**src/ffmr_pkg.sv**
```systemverilog
// Package: constants for the fail-safe fault mask and report block
// How it works
// Fail-safe entry reloads all config first
// Compute checksum, store, compare with reference
// Mismatch: outputs off, line low, flags set
// Programmer writes correct reference checksum
// Mask per channel and per fault type
// Mask blocks only aggregate, summary, line
// Diag enable 0: no channel fault reported
// Low supply: flag, summary if unmasked, no line
// Supply UV: outputs off, flag, masked reporting
// Reference fault: outputs off, flag, masked report
// Prethermal: flag, summary if unmasked, no line
// Overtemp: flag, masked summary and line
// Checksum error: flag, masked summary and line
// Open fault: flag, masked aggregate and line
// Short fault: flag, masked aggregate and line
// Single short: flag, masked aggregate and line
// Rail UV: reset flag, summary, line low
// Clear-faults command clears latched flags, self-clears
// Clear-reset command clears reset flag, self-clears
// Inputs are levels; flags sticky on rising
package ffmr_pkg;
	localparam int NCH = 24; // Output channels
	localparam int AW = 8; // Register address width
	localparam int NVW = 16; // Config image entries
	localparam int CKW = 16; // Checksum width
	// Register word offsets
	localparam logic [7:0] A_CTRL = 8'h00; // Commands
	localparam logic [7:0] A_MASK = 8'h04; // Type masks
	localparam logic [7:0] A_STAT = 8'h08; // Global flags
	localparam logic [7:0] A_OPEN = 8'h0C; // Open flags
	localparam logic [7:0] A_SHRT = 8'h10; // Short flags
	localparam logic [7:0] A_SLS = 8'h14; // Single-short flags
	localparam logic [7:0] A_CKS = 8'h18; // Checksums
	localparam logic [7:0] A_CMSK = 8'h1C; // Channel masks
	localparam logic [7:0] A_DIAG = 8'h20; // Loaded diag enables
	// Control bits
	localparam int B_CLRF = 0; // Clear faults command
	localparam int B_CLRP = 1; // Clear power-up command
	// Mask and flag bit positions
	localparam int M_LOWSUP = 0;
	localparam int M_SUPUV = 1;
	localparam int M_REF = 2;
	localparam int M_PRET = 3;
	localparam int M_OT = 4;
	localparam int M_CKS = 5;
	localparam int M_OPEN = 6;
	localparam int M_SHORT = 7;
	localparam int M_SLS = 8;
	localparam int NMASK = 9;
	localparam int F_POR = 9; // Reset flag bit in status
	localparam int F_OUT = 10; // Aggregated output flag
	localparam int F_ERR = 11; // Summary flag
	localparam int F_CKBUSY = 12; // Checksum check running
	localparam logic [NMASK-1:0] MASK_RST = 9'h000; // All unmasked
	localparam logic [CKW-1:0] CK_SEED = 16'hFFFF; // Checksum seed
	localparam logic [CKW-1:0] CK_POLY = 16'h1021; // Checksum polynomial
endpackage : ffmr_pkg

```
**src/ffmr_cksum.sv**
```systemverilog
// Running checksum over config words, one word per cycle
module ffmr_cksum (
	input wire logic i_clk, // Clock
	input wire logic i_rst_b, // Async reset, low
	input wire logic i_start, // Reseed accumulator
	input wire logic i_valid, // Word present
	input wire logic [ffmr_pkg::CKW-1:0] i_word, // Word
	output logic [ffmr_pkg::CKW-1:0] o_sum // Accumulated checksum
);
	logic [ffmr_pkg::CKW-1:0] sum_r;
	logic [ffmr_pkg::CKW-1:0] sum_nxt;

	// Bitwise shift register fold; whole word per cycle
	always_comb begin
		sum_nxt = sum_r ^ i_word;
		for (int b = 0; b < ffmr_pkg::CKW; b++) begin
			if (sum_nxt[ffmr_pkg::CKW-1]) begin
				sum_nxt = {sum_nxt[ffmr_pkg::CKW-2:0], 1'b0} ^ ffmr_pkg::CK_POLY;
			end else begin
				sum_nxt = {sum_nxt[ffmr_pkg::CKW-2:0], 1'b0};
			end
		end
	end

	// Accumulator
	always_ff @(posedge i_clk or negedge i_rst_b) begin
		if (!i_rst_b) begin
			sum_r <= ffmr_pkg::CK_SEED;
		end else if (i_start) begin
			sum_r <= ffmr_pkg::CK_SEED;
		end else if (i_valid) begin
			sum_r <= sum_nxt;
		end
	end

	assign o_sum = sum_r;
endmodule : ffmr_cksum

```
**src/ffmr_top.sv**
```systemverilog
// Fail-safe fault latching, masking and fault line drive
module ffmr_top (
	input wire logic i_clk, // 100 MHz clock
	input wire logic i_rst_b, // Async reset, low
	input wire logic i_failsafe_enter, // Pulse: fail-safe entered
	output logic [3:0] o_nv_addr, // Config image address
	input wire logic [ffmr_pkg::CKW-1:0] i_nv_data, // Image word, next cycle
	input wire logic [ffmr_pkg::CKW-1:0] i_stored_config_checksum, // Reference
	output logic [ffmr_pkg::NCH-1:0] o_channel_diag_enable, // Loaded enables
	output logic o_cfg_load, // High while reloading config
	input wire logic i_low_supply, // Level faults from comparators
	input wire logic i_supply_uv,
	input wire logic i_reference_fault,
	input wire logic i_prethermal,
	input wire logic i_overtemp,
	input wire logic i_rail_uv, // Battery or regulator UV
	input wire logic [ffmr_pkg::NCH-1:0] i_open, // Per-channel open
	input wire logic [ffmr_pkg::NCH-1:0] i_short, // Per-channel short
	input wire logic [ffmr_pkg::NCH-1:0] i_single_short, // Per-channel single short
	output logic o_all_off, // Turn off all outputs
	output logic o_force_por, // Hold device in reset state
	output logic o_fault_out, // Fault line drive value (always 0)
	output logic o_fault_oe, // Fault line pulled low when high
	input wire logic [ffmr_pkg::AW-1:0] i_addr, // Register address
	input wire logic [31:0] i_wdata, // Write data
	input wire logic i_wr, // Write strobe
	input wire logic i_rd, // Read strobe
	output logic [31:0] o_rdata // Read data, cycle after strobe
);
	localparam int NCH = ffmr_pkg::NCH;

	typedef enum logic [1:0] {FFMR_IDLE, FFMR_LOAD, FFMR_CHECK} ffmr_st_t;
	ffmr_st_t st_r; // Reload sequencer

	logic [3:0] idx_r; // Word being fetched
	logic fetch_v_r; // Word on i_nv_data valid
	logic [3:0] widx_r; // Index of that word
	logic [NCH-1:0] diag_r; // Channel diag enables from image
	logic [NCH-1:0] chmask_r; // Per-channel report masks
	logic [ffmr_pkg::NMASK-1:0] mask_r; // Per-type masks
	logic [ffmr_pkg::CKW-1:0] calc_r; // Computed config checksum
	logic [ffmr_pkg::CKW-1:0] sum; // Accumulator output
	logic ck_busy_r; // Check in progress
	// Sticky flags
	logic low_supply_flag_r, supply_uv_flag_r, ref_flag_r;
	logic prethermal_flag_r, overtemp_flag_r, config_checksum_flag_r;
	logic por_flag_r, out_flag_r, err_flag_r;
	logic [NCH-1:0] channel_open_flag_r, channel_short_flag_r, channel_single_short_flag_r;
	logic [5:0] prev_r; // Previous global input levels
	logic [NCH-1:0] prev_open_r, prev_short_r, prev_sls_r;
	logic [31:0] rdata_r;

	// Channel events gated by diag enable, rising level only
	wire [NCH-1:0] ev_open = i_open & ~prev_open_r & diag_r;
	wire [NCH-1:0] ev_short = i_short & ~prev_short_r & diag_r;
	wire [NCH-1:0] ev_sls = i_single_short & ~prev_sls_r & diag_r;
	wire [5:0] lv = {i_rail_uv, i_overtemp, i_prethermal, i_reference_fault, i_supply_uv, i_low_supply};
	wire [5:0] ev = lv & ~prev_r;
	wire ck_mismatch; // Checksum compare result pulse
	wire ck_done = (st_r == FFMR_CHECK);
	assign ck_mismatch = ck_done && (calc_r != i_stored_config_checksum);

	// Per-channel reporting: type mask and channel mask both block it
	wire [NCH-1:0] rep_ch = ~chmask_r & (
		(ev_open & {NCH{~mask_r[ffmr_pkg::M_OPEN]}}) |
		(ev_short & {NCH{~mask_r[ffmr_pkg::M_SHORT]}}) |
		(ev_sls & {NCH{~mask_r[ffmr_pkg::M_SLS]}}));
	wire rep_out = |rep_ch;
	wire rep_glob = (ev[0] & ~mask_r[ffmr_pkg::M_LOWSUP]) |
		(ev[1] & ~mask_r[ffmr_pkg::M_SUPUV]) |
		(ev[2] & ~mask_r[ffmr_pkg::M_REF]) |
		(ev[3] & ~mask_r[ffmr_pkg::M_PRET]) |
		(ev[4] & ~mask_r[ffmr_pkg::M_OT]) |
		(ck_mismatch & ~mask_r[ffmr_pkg::M_CKS]) | ev[5];

	// Commands self-clear: they are pulses, never stored
	wire wr_ctrl = i_wr && (i_addr == ffmr_pkg::A_CTRL);
	wire clr_f = wr_ctrl && i_wdata[ffmr_pkg::B_CLRF];
	wire clr_p = wr_ctrl && i_wdata[ffmr_pkg::B_CLRP];

	// Reload sequencer: fetch every word, then compare
	always_ff @(posedge i_clk or negedge i_rst_b) begin
		if (!i_rst_b) begin
			st_r <= FFMR_IDLE;
			idx_r <= 4'h0;
		end else begin
			case (st_r)
				FFMR_IDLE: begin
					if (i_failsafe_enter) begin
						st_r <= FFMR_LOAD;
						idx_r <= 4'h0;
					end
				end
				FFMR_LOAD: begin
					if (idx_r == 4'hF) begin
						st_r <= FFMR_IDLE; // Final word still in flight
					end
					idx_r <= idx_r + 4'h1;
				end
				default: st_r <= FFMR_IDLE;
			endcase
			if (fetch_v_r && widx_r == 4'hF) begin
				st_r <= FFMR_CHECK; // compare after last word
			end
		end
	end

	// Fetch pipeline and config load
	always_ff @(posedge i_clk or negedge i_rst_b) begin
		if (!i_rst_b) begin
			fetch_v_r <= 1'b0;
			widx_r <= 4'h0;
			diag_r <= {NCH{1'b1}};
			calc_r <= 16'h0000;
			ck_busy_r <= 1'b0;
		end else begin
			fetch_v_r <= (st_r == FFMR_LOAD);
			widx_r <= idx_r;
			if (st_r == FFMR_LOAD) begin
				ck_busy_r <= 1'b1;
			end else if (ck_done) begin
				ck_busy_r <= 1'b0;
			end
			// Words 0 and 1 hold the diag enables
			if (fetch_v_r && widx_r == 4'h0) begin
				diag_r[15:0] <= i_nv_data;
			end
			if (fetch_v_r && widx_r == 4'h1) begin
				diag_r[NCH-1:16] <= i_nv_data[NCH-17:0];
			end
			if (fetch_v_r && widx_r == 4'hF) begin
				calc_r <= sum;
			end
		end
	end

	// Checksum covers image words 0 to 14, each only after it lands
	ffmr_cksum u_ck (
		.i_clk(i_clk),
		.i_rst_b(i_rst_b),
		.i_start(st_r == FFMR_IDLE && i_failsafe_enter),
		.i_valid(fetch_v_r && widx_r != 4'hF),
		.i_word(i_nv_data),
		.o_sum(sum)
	);

	// Sticky flags; a set in the clear cycle wins
	always_ff @(posedge i_clk or negedge i_rst_b) begin
		if (!i_rst_b) begin
			prev_r <= 6'h00;
			prev_open_r <= '0;
			prev_short_r <= '0;
			prev_sls_r <= '0;
			{low_supply_flag_r, supply_uv_flag_r, ref_flag_r} <= 3'h0;
			{prethermal_flag_r, overtemp_flag_r, config_checksum_flag_r} <= 3'h0;
			por_flag_r <= 1'b1; // Power-up itself is a reset event
			out_flag_r <= 1'b0;
			err_flag_r <= 1'b1;
			channel_open_flag_r <= '0;
			channel_short_flag_r <= '0;
			channel_single_short_flag_r <= '0;
		end else begin
			prev_r <= lv;
			prev_open_r <= i_open;
			prev_short_r <= i_short;
			prev_sls_r <= i_single_short;
			low_supply_flag_r <= ev[0] | (low_supply_flag_r & ~clr_f);
			supply_uv_flag_r <= ev[1] | (supply_uv_flag_r & ~clr_f);
			ref_flag_r <= ev[2] | (ref_flag_r & ~clr_f);
			prethermal_flag_r <= ev[3] | (prethermal_flag_r & ~clr_f);
			overtemp_flag_r <= ev[4] | (overtemp_flag_r & ~clr_f);
			config_checksum_flag_r <= ck_mismatch | (config_checksum_flag_r & ~clr_f);
			por_flag_r <= ev[5] | (por_flag_r & ~clr_p);
			channel_open_flag_r <= ev_open | (channel_open_flag_r & {NCH{~clr_f}});
			channel_short_flag_r <= ev_short | (channel_short_flag_r & {NCH{~clr_f}});
			channel_single_short_flag_r <= ev_sls | (channel_single_short_flag_r & {NCH{~clr_f}});
			out_flag_r <= rep_out | (out_flag_r & ~clr_f);
			// Summary flag cleared by either command
			err_flag_r <= rep_glob | rep_out | (err_flag_r & ~clr_f & ~clr_p);
		end
	end

	// Fault line: critical unmasked conditions hold it low while present
	wire line_glob = (i_supply_uv & ~mask_r[ffmr_pkg::M_SUPUV]) |
		(i_reference_fault & ~mask_r[ffmr_pkg::M_REF]) |
		(i_overtemp & ~mask_r[ffmr_pkg::M_OT]) |
		(config_checksum_flag_r & ~mask_r[ffmr_pkg::M_CKS]) | i_rail_uv;
	wire [NCH-1:0] line_ch = diag_r & ~chmask_r & (
		(i_open & {NCH{~mask_r[ffmr_pkg::M_OPEN]}}) |
		(i_short & {NCH{~mask_r[ffmr_pkg::M_SHORT]}}) |
		(i_single_short & {NCH{~mask_r[ffmr_pkg::M_SLS]}}));
	assign o_fault_oe = line_glob | (|line_ch); // warnings never pull
	assign o_fault_out = 1'b0;
	assign o_all_off = i_supply_uv | i_reference_fault | config_checksum_flag_r;
	assign o_force_por = i_rail_uv;
	assign o_nv_addr = idx_r;
	assign o_cfg_load = ck_busy_r;
	assign o_channel_diag_enable = diag_r;

	// Mask registers
	always_ff @(posedge i_clk or negedge i_rst_b) begin
		if (!i_rst_b) begin
			mask_r <= ffmr_pkg::MASK_RST;
			chmask_r <= '0;
		end else if (i_wr && i_addr == ffmr_pkg::A_MASK) begin
			mask_r <= i_wdata[ffmr_pkg::NMASK-1:0];
		end else if (i_wr && i_addr == ffmr_pkg::A_CMSK) begin
			chmask_r <= i_wdata[NCH-1:0];
		end
	end

	// Read mux; commands read back as zero
	wire [12:0] stat_w = {ck_busy_r, err_flag_r, out_flag_r, por_flag_r, 3'h0,
		config_checksum_flag_r, overtemp_flag_r, prethermal_flag_r, ref_flag_r,
		supply_uv_flag_r, low_supply_flag_r};
	logic [31:0] rmux;
	always_comb begin
		case (i_addr)
			ffmr_pkg::A_MASK: rmux = {23'h0, mask_r};
			ffmr_pkg::A_STAT: rmux = {19'h0, stat_w};
			ffmr_pkg::A_OPEN: rmux = {8'h00, channel_open_flag_r};
			ffmr_pkg::A_SHRT: rmux = {8'h00, channel_short_flag_r};
			ffmr_pkg::A_SLS: rmux = {8'h00, channel_single_short_flag_r};
			ffmr_pkg::A_CKS: rmux = {i_stored_config_checksum, calc_r};
			ffmr_pkg::A_CMSK: rmux = {8'h00, chmask_r};
			ffmr_pkg::A_DIAG: rmux = {8'h00, diag_r};
			default: rmux = 32'h0000_0000; // Control and unmapped
		endcase
	end

	// Read data register, valid only the cycle after the strobe
	always_ff @(posedge i_clk or negedge i_rst_b) begin
		if (!i_rst_b) begin
			rdata_r <= 32'h0000_0000;
		end else begin
			rdata_r <= i_rd ? rmux : 32'h0000_0000;
		end
	end
	assign o_rdata = rdata_r;
endmodule : ffmr_top

```
**config.mk**
```make
export PLATFORM = sky130hd
export DESIGN_NAME = ffmr_top
export DESIGN_NICKNAME = d
export VERILOG_FILES = /design/src/ffmr_pkg.sv /design/src/ffmr_cksum.sv /design/src/ffmr_top.sv
export SDC_FILE = /design/constraint.sdc
export NUM_CORES = 1
export LEC_CHECK = 0
export ABC_CLOCK_PERIOD_IN_PS = 2350
export BUFFER_PORTS_ARGS = -buffer_cell sky130_fd_sc_hd__buf_2
export CAP_MARGIN = 20
export CORE_ASPECT_RATIO = 0.9
export CORE_MARGIN = 2
export CORE_UTILIZATION = 50
export DETAILED_ROUTE_END_ITERATION = 8
export GPL_TIMING_DRIVEN = 0
export HOLD_SLACK_MARGIN = 0.1
export PLACE_DENSITY_LB_ADDON = 0.1
export REMOVE_ABC_BUFFERS = 1
export SYNTH_ARGS = -nofsm -noshare
export SYNTH_HDL_FRONTEND = slang
export SYNTH_HIERARCHICAL = 1
export SYNTH_SLANG_ARGS = --single-unit
```
**constraint.sdc**
```tcl
create_clock -name i_clk -period 2.35 [get_ports i_clk]
set_input_delay 0 -clock i_clk [delete_from_list [all_inputs] [get_ports i_clk]]
set_output_delay 0 -clock i_clk [all_outputs]
set_load 0.02 [all_outputs]
```
==> flow_summary.html, run 1 <==
<table>
<tr><th>Metric</th><th>Value</th></tr>
<tr><th colspan="2">Outcome</th></tr>
<tr><td>Outcome</td><td>finished, violations left</td></tr>
<tr><td>Violations in the final reports</td><td>setup timing</td></tr>
<tr><th colspan="2">Synth</th></tr>
<tr><td>Leading register cell type out of synthesis</td><td>dfrtp_1</td></tr>
<tr><td>Number of cells produced by synthesis</td><td>1102</td></tr>
<tr><td>Async set-or-reset flop fraction in the synthesized netlist</td><td>1.00</td></tr>
<tr><td>Post-synthesis area per instance</td><td>12.2 um^2</td></tr>
<tr><td>Synthesis warning total</td><td>6</td></tr>
<tr><td>Cell types occupying the most area after synthesis</td><td>dfrtp_1, dfstp_2, a32o_1</td></tr>
<tr><td>FF+latch count, synth</td><td>292</td></tr>
<tr><td>Most frequent cell after synthesis</td><td>dfrtp_1</td></tr>
<tr><td>Fraction of synthesized cell area taken by the top area cell type</td><td>0.465</td></tr>
<tr><td>Number of distinct library cells after synthesis</td><td>78</td></tr>
<tr><td>Combined area of all synthesized cells</td><td>13400 um^2</td></tr>
<tr><td>Post-synth EDFFs</td><td>0</td></tr>
<tr><td>Synth area leader</td><td>dfrtp_1</td></tr>
<tr><td>Most common library cells after synthesis</td><td>dfrtp_1, inv_1, a32o_1</td></tr>
<tr><td>Register area share after synthesis</td><td>0.547</td></tr>
<tr><th colspan="2">Final layout</th></tr>
<tr><td># diodes</td><td>0</td></tr>
<tr><td>Number of nets in the finished design</td><td>1630</td></tr>
<tr><td>Signed area change from the synthesized netlist to the final layout</td><td>32.4%</td></tr>
<tr><td>Flip-flop and latch area</td><td>7370 um^2</td></tr>
<tr><td>Area of the multi-input gates</td><td>5640 um^2</td></tr>
<tr><td>Share of final-layout standard cells stronger than drive strength 1</td><td>0.297</td></tr>
<tr><td>Filler instances</td><td>1963</td></tr>
<tr><td>Final cell utilization of the core</td><td>0.678</td></tr>
<tr><td>Final cell count without fillers</td><td>1843</td></tr>
<tr><th colspan="2">Place</th></tr>
<tr><td>Worst setup slack after placement</td><td>-1.86 ns</td></tr>
<tr><td>Buffers on Ports</td><td>210</td></tr>
<tr><td>Post-DP HPWL</td><td>31.8 mm</td></tr>
<tr><td>Weighted congestion at the end of routability-driven global placement</td><td>0.880</td></tr>
<tr><td>Total placed cells including tap cells</td><td>1623</td></tr>
<tr><th colspan="2">Run</th></tr>
<tr><td>Max-cap violations</td><td>0</td></tr>
<tr><th colspan="2">Global route</th></tr>
<tr><td>Overall track demand over capacity in global routing</td><td>0.338</td></tr>
<tr><td>Residual overflow from global routing</td><td>0</td></tr>
<tr><td>Initial antenna violation count</td><td>0</td></tr>
<tr><td>Largest net degree at the start of global routing</td><td>114</td></tr>
<tr><td>Number of global-route vias before repair</td><td>11200</td></tr>
<tr><td>Global-route wire length before repair</td><td>71.0 mm</td></tr>
<tr><th colspan="2">Setup path</th></tr>
<tr><td>Depth of the worst register-to-register path</td><td>7</td></tr>
<tr><td>Slowest stage cell, crit path</td><td>a222oi_1</td></tr>
<tr><td>Flop2flop setup slack</td><td>0.07 ns</td></tr>
<tr><td>Largest incremental delay on the critical path</td><td>0.70 ns</td></tr>
<tr><td>Data required time at the worst endpoint</td><td>2.35 ns</td></tr>
<tr><td>Critical setup path kind</td><td>flip-flop to primary output</td></tr>
<tr><td>Category of the worst setup path launch point</td><td>flip-flop</td></tr>
<tr><td>RR Startpoint</td><td>mask_r[7]$_DFFE_PN0P_</td></tr>
<tr><td>CP max FO</td><td>4</td></tr>
<tr><td>Type of element capturing the critical path</td><td>primary output</td></tr>
<tr><td>Crit path launch</td><td>mask_r[7]$_DFFE_PN0P_</td></tr>
<tr><td>Critical Path AT</td><td>3.10 ns</td></tr>
<tr><td>Critical path cell sequence</td><td>clkinvlp_4, buf_6, a222oi_1, o32ai_1, nor4_2, nand4_1, buf_4</td></tr>
<tr><th colspan="2">Clocking</th></tr>
<tr><td>Buffer type at the clock tree root</td><td>clkbuf_16</td></tr>
<tr><td>Max Root-Sink Buffers</td><td>3</td></tr>
<tr><td>Clock network latency to the later pin of the worst-skew pair</td><td>0.56 ns</td></tr>
<tr><td>CTS clock-pin slew for the worst setup and hold paths</td><td>0.06 ns</td></tr>
<tr><td>Clock tree from TritonCTS</td><td>yes</td></tr>
<tr><td>Number of buffers created by CTS</td><td>31</td></tr>
<tr><td>CTS H-tree depth</td><td>1</td></tr>
<tr><td>Number of clock sinks</td><td>292</td></tr>
<tr><th colspan="2">STA</th></tr>
<tr><td>Setup repair after global routing missed its margin</td><td>yes</td></tr>
<tr><td>Final hold viol count</td><td>0</td></tr>
<tr><td>Setup-failing EPs final</td><td>1</td></tr>
<tr><td>Sum of negative setup slack</td><td>-0.755 ns</td></tr>
<tr><td>Final period util</td><td>1.32</td></tr>
<tr><td>Max Clock Skew</td><td>0.00861 ns</td></tr>
<tr><td>Time the final worst path needs with I/O delays and setup</td><td>3.10 ns</td></tr>
<tr><td>Slack of the critical path</td><td>-0.755 ns</td></tr>
<tr><td>Actual slew at the worst max-slew pin</td><td>1.12 ns</td></tr>
<tr><td>Remaining max-slew budget at the tightest pin</td><td>0.253</td></tr>
<tr><td>Max frequency</td><td>322 MHz</td></tr>
<tr><td>Smallest hold slack</td><td>0.112 ns</td></tr>
<tr><td>Max-slew violations</td><td>0</td></tr>
<tr><th colspan="2">Route</th></tr>
<tr><td>Drt via density</td><td>6.21</td></tr>
<tr><td>Final routed wire length divided by cell count</td><td>25.7 um</td></tr>
<tr><td>Count of nets left with antenna violations after detail routing</td><td>0</td></tr>
<tr><td>Number of DRC violations after detailed routing</td><td>0</td></tr>
<tr><td>First-pass DRT Iterations</td><td>9</td></tr>
<tr><td>Detailed Route Iter0 Violations</td><td>1546</td></tr>
<tr><td>Wire length reported by the detailed router</td><td>47.4 mm</td></tr>
<tr><td>Via count</td><td>11500</td></tr>
<tr><th colspan="2">Worst hold path</th></tr>
<tr><td>Worst hold path type</td><td>primary input to asynchronous set/reset pin</td></tr>
<tr><th colspan="2">Floorplanning</th></tr>
<tr><td>Ports placed on the boundary</td><td>220</td></tr>
<tr><td>Height of the chip</td><td>160 um</td></tr>
<tr><td>Die area</td><td>28200 um^2</td></tr>
<tr><td>Initial cell density of the core</td><td>0.512</td></tr>
<tr><td>Std cell rows</td><td>56</td></tr>
<tr><td>Core Box Area</td><td>26300 um^2</td></tr>
<tr><td>Die width</td><td>177 um</td></tr>
<tr><th colspan="2">Pwr</th></tr>
<tr><td>Largest vdd supply drop</td><td>0.633 mV</td></tr>
<tr><td>Cell leakage power</td><td>0.00792 uW</td></tr>
<tr><td>Power per standard cell area</td><td>965 nW/um^2</td></tr>
</table>
## kinds of logic after synthesis
kind of cell | Yosys count | synth area share
compound gates | 285 | 0.170
xor+xnor | 63 | 0.0504
fa+ha+maj | 4 | 0.00372
buf+inv | 140 | 0.0436
flops | 292 | 0.547
mux | 86 | 0.0766
other cells | 1 | 0.000279
simple gates | 231 | 0.108
## final timing paths
| check | to |
|---|---|
| max | o_fault_oe |
| max in group asynchronous | prev_open_r[15]$_DFF_PN0_ |
| min | channel_single_short_flag_r[0]$_DFF_PN0_ |
| min in group i_clk | err_flag_r$_DFF_PN1_ |
| max reg2reg | out_flag_r$_DFF_PN0_ |
| min reg2reg | ref_flag_r$_DFF_PN0_ |
## final cells by class
class / instances / area share
clock buffers: 52 / 0.0536
inverters: 89 / 0.0199
multi-input cells: 670 / 0.317
well taps: 348 / 0.0245
clock inverters: 5 / 0.00155
flip-flops and latches: 292 / 0.414
repair buffers: 387 / 0.170
## registers in the layout, indices dropped and copies added, names as in the netlist, 2 cells and up
signal and count:
prev_short_r 24, st_r 2, channel_short_flag_r 24, o_channel_diag_enable 24
channel_open_flag_r 24, chmask_r 24, widx_r 4, prev_r 6
mask_r 9, prev_sls_r 24, channel_single_short_flag_r 24, prev_open_r 24
calc_r 16, o_nv_addr 4, u_ck/o_sum 16, o_rdata 32
## placed cells by master (no fill, tap or decap), types with 13 or more instances in the layout
| cell type | synthesis | layout |
|---|---|---|
| a21oi_1 | 33 | 33 |
| a222oi_1 | 40 | 40 |
| a22o_1 | 13 | 13 |
| a22oi_1 | 34 | 34 |
| a31oi_1 | 14 | 14 |
| a32o_1 | 62 | 62 |
| and3_1 | 15 | 15 |
| buf_2 | 15 | 208 |
| clkbuf_16 | 0 | 31 |
| dfrtp_1 | 250 | 247 |
| dfstp_2 | 42 | 42 |
| dlygate4sd3_1 | 0 | 146 |
| inv_1 | 88 | 86 |
| mux2_2 | 55 | 55 |
| mux2_4 | 20 | 20 |
| nand2_1 | 23 | 22 |
| nor2_1 | 33 | 33 |
| nor2b_1 | 38 | 37 |
| nor3b_1 | 51 | 51 |
| o21ai_0 | 33 | 30 |
| xnor2_1 | 45 | 43 |
## where the power goes
group	switching, uW	internal [uW]	total (uW)
sequential	902	5900	6800
combinational	2980	2670	5660
clock	1990	2740	4730
total	5880	11300	17200
## layer usage
metal,vias up,global-route usage,part of all wire,wire length [um]
li1,4891,-,-,-
met1,5752,0.491,0.42,19700
met2,711,0.506,0.45,21200
met3,97,0.0661,0.10,4950
met4,0,0.118,0.033,1590
met5,-,0,0,0
## per-stage QoR
stage                     power, uW  cell area [um^2]
after global placement        11800             14700
final                         17200             17800
after CTS                     17000             17700
after detailed placement      12000             15100
after floorplan               10100             13200
after global routing          17900             17800
## critical path, delay by kind of cell, from the launching register on
family                 cells  cell delay (ns)
DFF                        1             0.48
buffers and inverters      3             0.57
AOI/OAI and AO/OA          2             0.92
and+or+nand+nor            2             0.58
## what timing repair did
item / CTS / global route
hold buffers: 146 / 0
pin swaps: 10 / 10
endpoints found under the setup margin: 7 / 38
hold endpoints to repair: 359 / 0
resized for setup: 26 / 11
buffers inserted: 13 / 3
Power figures use the tool's default switching activity.
==> run 2, diff against run 1 <==
ABC_CLOCK_PERIOD_IN_PS = 3800   (was 2350)
clock period = 3.8 ns   (was 2.35 ns; I/O delays follow)
==> run 2 against run 1 <==
Effect of this change:
- the flow now finishes without violations
- final cell count fell by 0.22%
- sequential share of layout area up 0.34 points
- via count fell by 0.80%
- critical path depth unchanged
- clock power down 38%
- clock-buffer cell count is the same
- utilization decreased by 0.58 points
- design area decreased by 0.86%
- setup slack better by 0.81 ns
- hold slack worse by 0.032 ns
- non-clock buffer count down 4
- combinational power shrank 41%
- largest cell class unchanged
- highest routed layer unchanged
==> flow_summary.html, run 2 (same netlist as run 1, synthesis figures left out) <==
<table>
<tr><th>Metric</th><th>Value</th></tr>
<tr><th colspan="2">Outcome</th></tr>
<tr><td>Outcome</td><td>finished, final reports clean</td></tr>
<tr><th colspan="2">Place</th></tr>
<tr><td>Worst setup slack after placement</td><td>-0.407 ns (+1.45 ns)</td></tr>
<tr><td>Total placed cells including tap cells</td><td>1623 (unchanged)</td></tr>
<tr><td>Buffers on Ports</td><td>210 (unchanged)</td></tr>
<tr><td>Weighted congestion at the end of routability-driven global placement</td><td>0.880 (unchanged)</td></tr>
<tr><td>Post-DP HPWL</td><td>31.8 mm (unchanged)</td></tr>
<tr><th colspan="2">Floorplanning</th></tr>
<tr><td>Ports placed on the boundary</td><td>220 (unchanged)</td></tr>
<tr><td>Die width</td><td>177 um (unchanged)</td></tr>
<tr><td>Core Box Area</td><td>26300 um^2 (unchanged)</td></tr>
<tr><td>Std cell rows</td><td>56 (unchanged)</td></tr>
<tr><td>Height of the chip</td><td>160 um (unchanged)</td></tr>
<tr><td>Die area</td><td>28200 um^2 (unchanged)</td></tr>
<tr><td>Initial cell density of the core</td><td>0.512 (unchanged)</td></tr>
<tr><th colspan="2">Clocking</th></tr>
<tr><td>CTS clock-pin slew for the worst setup and hold paths</td><td>0.06 ns (about the same)</td></tr>
<tr><td>CTS H-tree depth</td><td>1 (unchanged)</td></tr>
<tr><td>Clock network latency to the later pin of the worst-skew pair</td><td>0.56 ns (about the same)</td></tr>
<tr><td>Number of clock sinks</td><td>292 (unchanged)</td></tr>
<tr><td>Buffer type at the clock tree root</td><td>clkbuf_16</td></tr>
<tr><td>Number of buffers created by CTS</td><td>31 (unchanged)</td></tr>
<tr><td>Clock tree from TritonCTS</td><td>yes</td></tr>
<tr><td>Max Root-Sink Buffers</td><td>3 (unchanged)</td></tr>
<tr><th colspan="2">Route</th></tr>
<tr><td>Drt via density</td><td>6.18 (-0.59%)</td></tr>
<tr><td>Via count</td><td>11400 (-0.80%)</td></tr>
<tr><td>Final routed wire length divided by cell count</td><td>25.4 um (-1.3%)</td></tr>
<tr><td>Detailed Route Iter0 Violations</td><td>1552 (+0.39%)</td></tr>
<tr><td>Number of DRC violations after detailed routing</td><td>0 (unchanged)</td></tr>
<tr><td>First-pass DRT Iterations</td><td>6 (-3)</td></tr>
<tr><td>Wire length reported by the detailed router</td><td>46.7 mm (-1.5%)</td></tr>
<tr><td>Count of nets left with antenna violations after detail routing</td><td>0 (unchanged)</td></tr>
<tr><th colspan="2">STA</th></tr>
<tr><td>Setup repair after global routing missed its margin</td><td>no</td></tr>
<tr><td>Max-slew violations</td><td>0 (unchanged)</td></tr>
<tr><td>Final period util</td><td>0.985</td></tr>
<tr><td>Time the final worst path needs with I/O delays and setup</td><td>3.74 ns</td></tr>
<tr><td>Max Clock Skew</td><td>0.00847 ns (-0.000144 ns)</td></tr>
<tr><td>Slack of the critical path</td><td>0.0567 ns (+0.811 ns)</td></tr>
<tr><td>Setup-failing EPs final</td><td>0 (-1)</td></tr>
<tr><td>Actual slew at the worst max-slew pin</td><td>1.22 ns (+0.104 ns)</td></tr>
<tr><td>Sum of negative setup slack</td><td>0 ns (+0.755 ns)</td></tr>
<tr><td>Final hold viol count</td><td>0 (unchanged)</td></tr>
<tr><td>Remaining max-slew budget at the tightest pin</td><td>0.175 (-0.0783)</td></tr>
<tr><td>Max frequency</td><td>267 MHz</td></tr>
<tr><th colspan="2">Pwr</th></tr>
<tr><td>Part of the power in the clock network</td><td>0.280 (+0.005)</td></tr>
<tr><td>Portion of total power attributed to combinational logic</td><td>0.317 (-0.012)</td></tr>
<tr><td>Cell leakage power</td><td>0.00788 uW (-0.50%)</td></tr>
<tr><td>Fraction of power consumed by sequential logic</td><td>0.403 (+0.007)</td></tr>
<tr><td>Cell-internal power</td><td>6880 uW (-39%)</td></tr>
<tr><td>Power dissipated by switching net loads</td><td>3570 uW (-39%)</td></tr>
<tr><td>Largest vdd supply drop</td><td>0.390 mV (-38%)</td></tr>
<tr><td>Power per standard cell area</td><td>592 nW/um^2 (-39%)</td></tr>
<tr><td>Net Sw Frac</td><td>0.342 (-0.000419)</td></tr>
<tr><th colspan="2">Final layout</th></tr>
<tr><td>Final cell count without fillers</td><td>1839 (-0.22%)</td></tr>
<tr><td># diodes</td><td>0 (unchanged)</td></tr>
<tr><td>Commonest non-fill, non-tap cells in the layout</td><td>dfrtp_1, buf_2, dlygate4sd3_1</td></tr>
<tr><td>Share of final-layout standard cells stronger than drive strength 1</td><td>0.278 (-0.0193)</td></tr>
<tr><td>Signed area change from the synthesized netlist to the final layout</td><td>31.2%</td></tr>
<tr><td>Number of nets in the finished design</td><td>1626 (-0.25%)</td></tr>
<tr><td>Max reg flops</td><td>32 (unchanged)</td></tr>
<tr><td>Most common cell after layout, fill and taps aside</td><td>dfrtp_1</td></tr>
<tr><td>Final cell utilization of the core</td><td>0.672 (-0.00581)</td></tr>
<tr><th colspan="2">Setup path</th></tr>
<tr><td>RR Startpoint</td><td>mask_r[6]$_DFFE_PN0P_</td></tr>
<tr><td>Slowest stage cell, crit path</td><td>dfrtp_4</td></tr>
<tr><td>Type of element capturing the critical path</td><td>primary output</td></tr>
<tr><td>Critical path cell sequence</td><td>clkinvlp_4, buf_4, a222oi_1, o32ai_1, nor4_1, nand4_1, buf_2</td></tr>
<tr><td>Largest incremental delay on the critical path</td><td>0.78 ns (+0.08 ns)</td></tr>
<tr><td>Crit path launch</td><td>mask_r[7]$_DFFE_PN0P_</td></tr>
<tr><td>CP max FO</td><td>28 (+24)</td></tr>
<tr><td>Critical Path AT</td><td>3.74 ns (+0.64 ns)</td></tr>
<tr><td>Critical setup path kind</td><td>flip-flop to primary output</td></tr>
<tr><td>Category of the worst setup path launch point</td><td>flip-flop</td></tr>
<tr><td>Data required time at the worst endpoint</td><td>3.80 ns (+1.45 ns)</td></tr>
<tr><th colspan="2">Global route</th></tr>
<tr><td>Initial antenna violation count</td><td>0 (unchanged)</td></tr>
<tr><td>Number of global-route vias before repair</td><td>11200 (-0.69%)</td></tr>
<tr><td>Global-route wire length before repair</td><td>69.9 mm (-1.4%)</td></tr>
<tr><td>Largest net degree at the start of global routing</td><td>114 (unchanged)</td></tr>
<tr><td>Overall track demand over capacity in global routing</td><td>0.332 (-0.00559)</td></tr>
<tr><td>Residual overflow from global routing</td><td>0 (unchanged)</td></tr>
<tr><th colspan="2">Run</th></tr>
<tr><td>Max-cap violations</td><td>0 (unchanged)</td></tr>
<tr><th colspan="2">Worst hold path</th></tr>
<tr><td>Worst hold path type</td><td>primary input to asynchronous set/reset pin</td></tr>
</table>
run 2: changes by cell type in the layout (fill, tap and decap cells not counted), sizes merged:
cell,previous run,this run
clkinvlp,3,2
clkinv,5,4
inv,86,88
buf,241,227
clkbuf,52,53
dlygate4sd3,146,155
run 2: layout make-up:
cell class	instances	area (um^2)
Fill cell	1974	8620
Sequential cell	292	7370
Multi-Input combinational cell	670	5540
Timing Repair Buffer	383	2990
Clock buffer	52	955
Tap cell	348	435
Inverter	89	340
Clock inverter	5	27.5
run 2: layer usage:
layer	up-vias	global-route usage	part of all wire
li1	4892	-	-
met1	5709	0.478	0.42
met2	648	0.498	0.44
met3	110	0.0731	0.099
met4	0	0.113	0.037
met5	-	0	0
run 2: timing repair:
item,CTS,global route
hold endpoints to repair,359,0
pin swaps,0,1
hold buffers,155,0
setup buffers,0,2
setup endpoints to repair,1,1
resized for setup,5,2
gates cloned,0,0
run 2: power groups by stage:
| stage | clock (uW) | combinational, uW | sequential, uW |
|---|---|---|---|
| 3_3_place_gp | 0 | 3070 | 4230 |
| 3_5_place_dp | 0 | 3150 | 4240 |
| 5_1_grt | 3080 | 3560 | 4270 |
| 2_1_floorplan | 0 | 2030 | 4220 |
| 6_report | 2920 | 3320 | 4210 |
| 4_1_cts | 2950 | 3290 | 4190 |
run 2: final timing paths:
check                                                    to  slack (ns)  cells after the start
max in group asynchronous         prev_open_r[15]$_DFF_PN0_        2.69                      3
max                                              o_fault_oe        0.06                      7
min in group i_clk                prev_open_r[20]$_DFF_PN0_        0.12                      2
min                        channel_open_flag_r[4]$_DFF_PN0_        0.08                      2
min reg2reg                            ref_flag_r$_DFF_PN0_        0.45                      1
max reg2reg                            out_flag_r$_DFF_PN0_        0.90                      6
run 2: worst max-delay path, delay by kind of cell (launching register included):
family / cells / cell delay (ns)
AO/OA/AOI/OAI: 2 / 0.86
flip-flops: 1 / 0.78
AND/OR/NAND/NOR: 2 / 0.77
buffers and inverters: 3 / 0.75
run 2: metrics by stage:
step	total power, uW	instance area, um^2	hold WS (ns)
2_1_floorplan	6250	13200	-0.296
3_3_place_gp	7300	14700	0.138
3_5_place_dp	7390	15100	0.136
4_1_cts	10400	17600	0.105
5_1_grt	10900	17700	0.122
6_report	10500	17700	0.0794
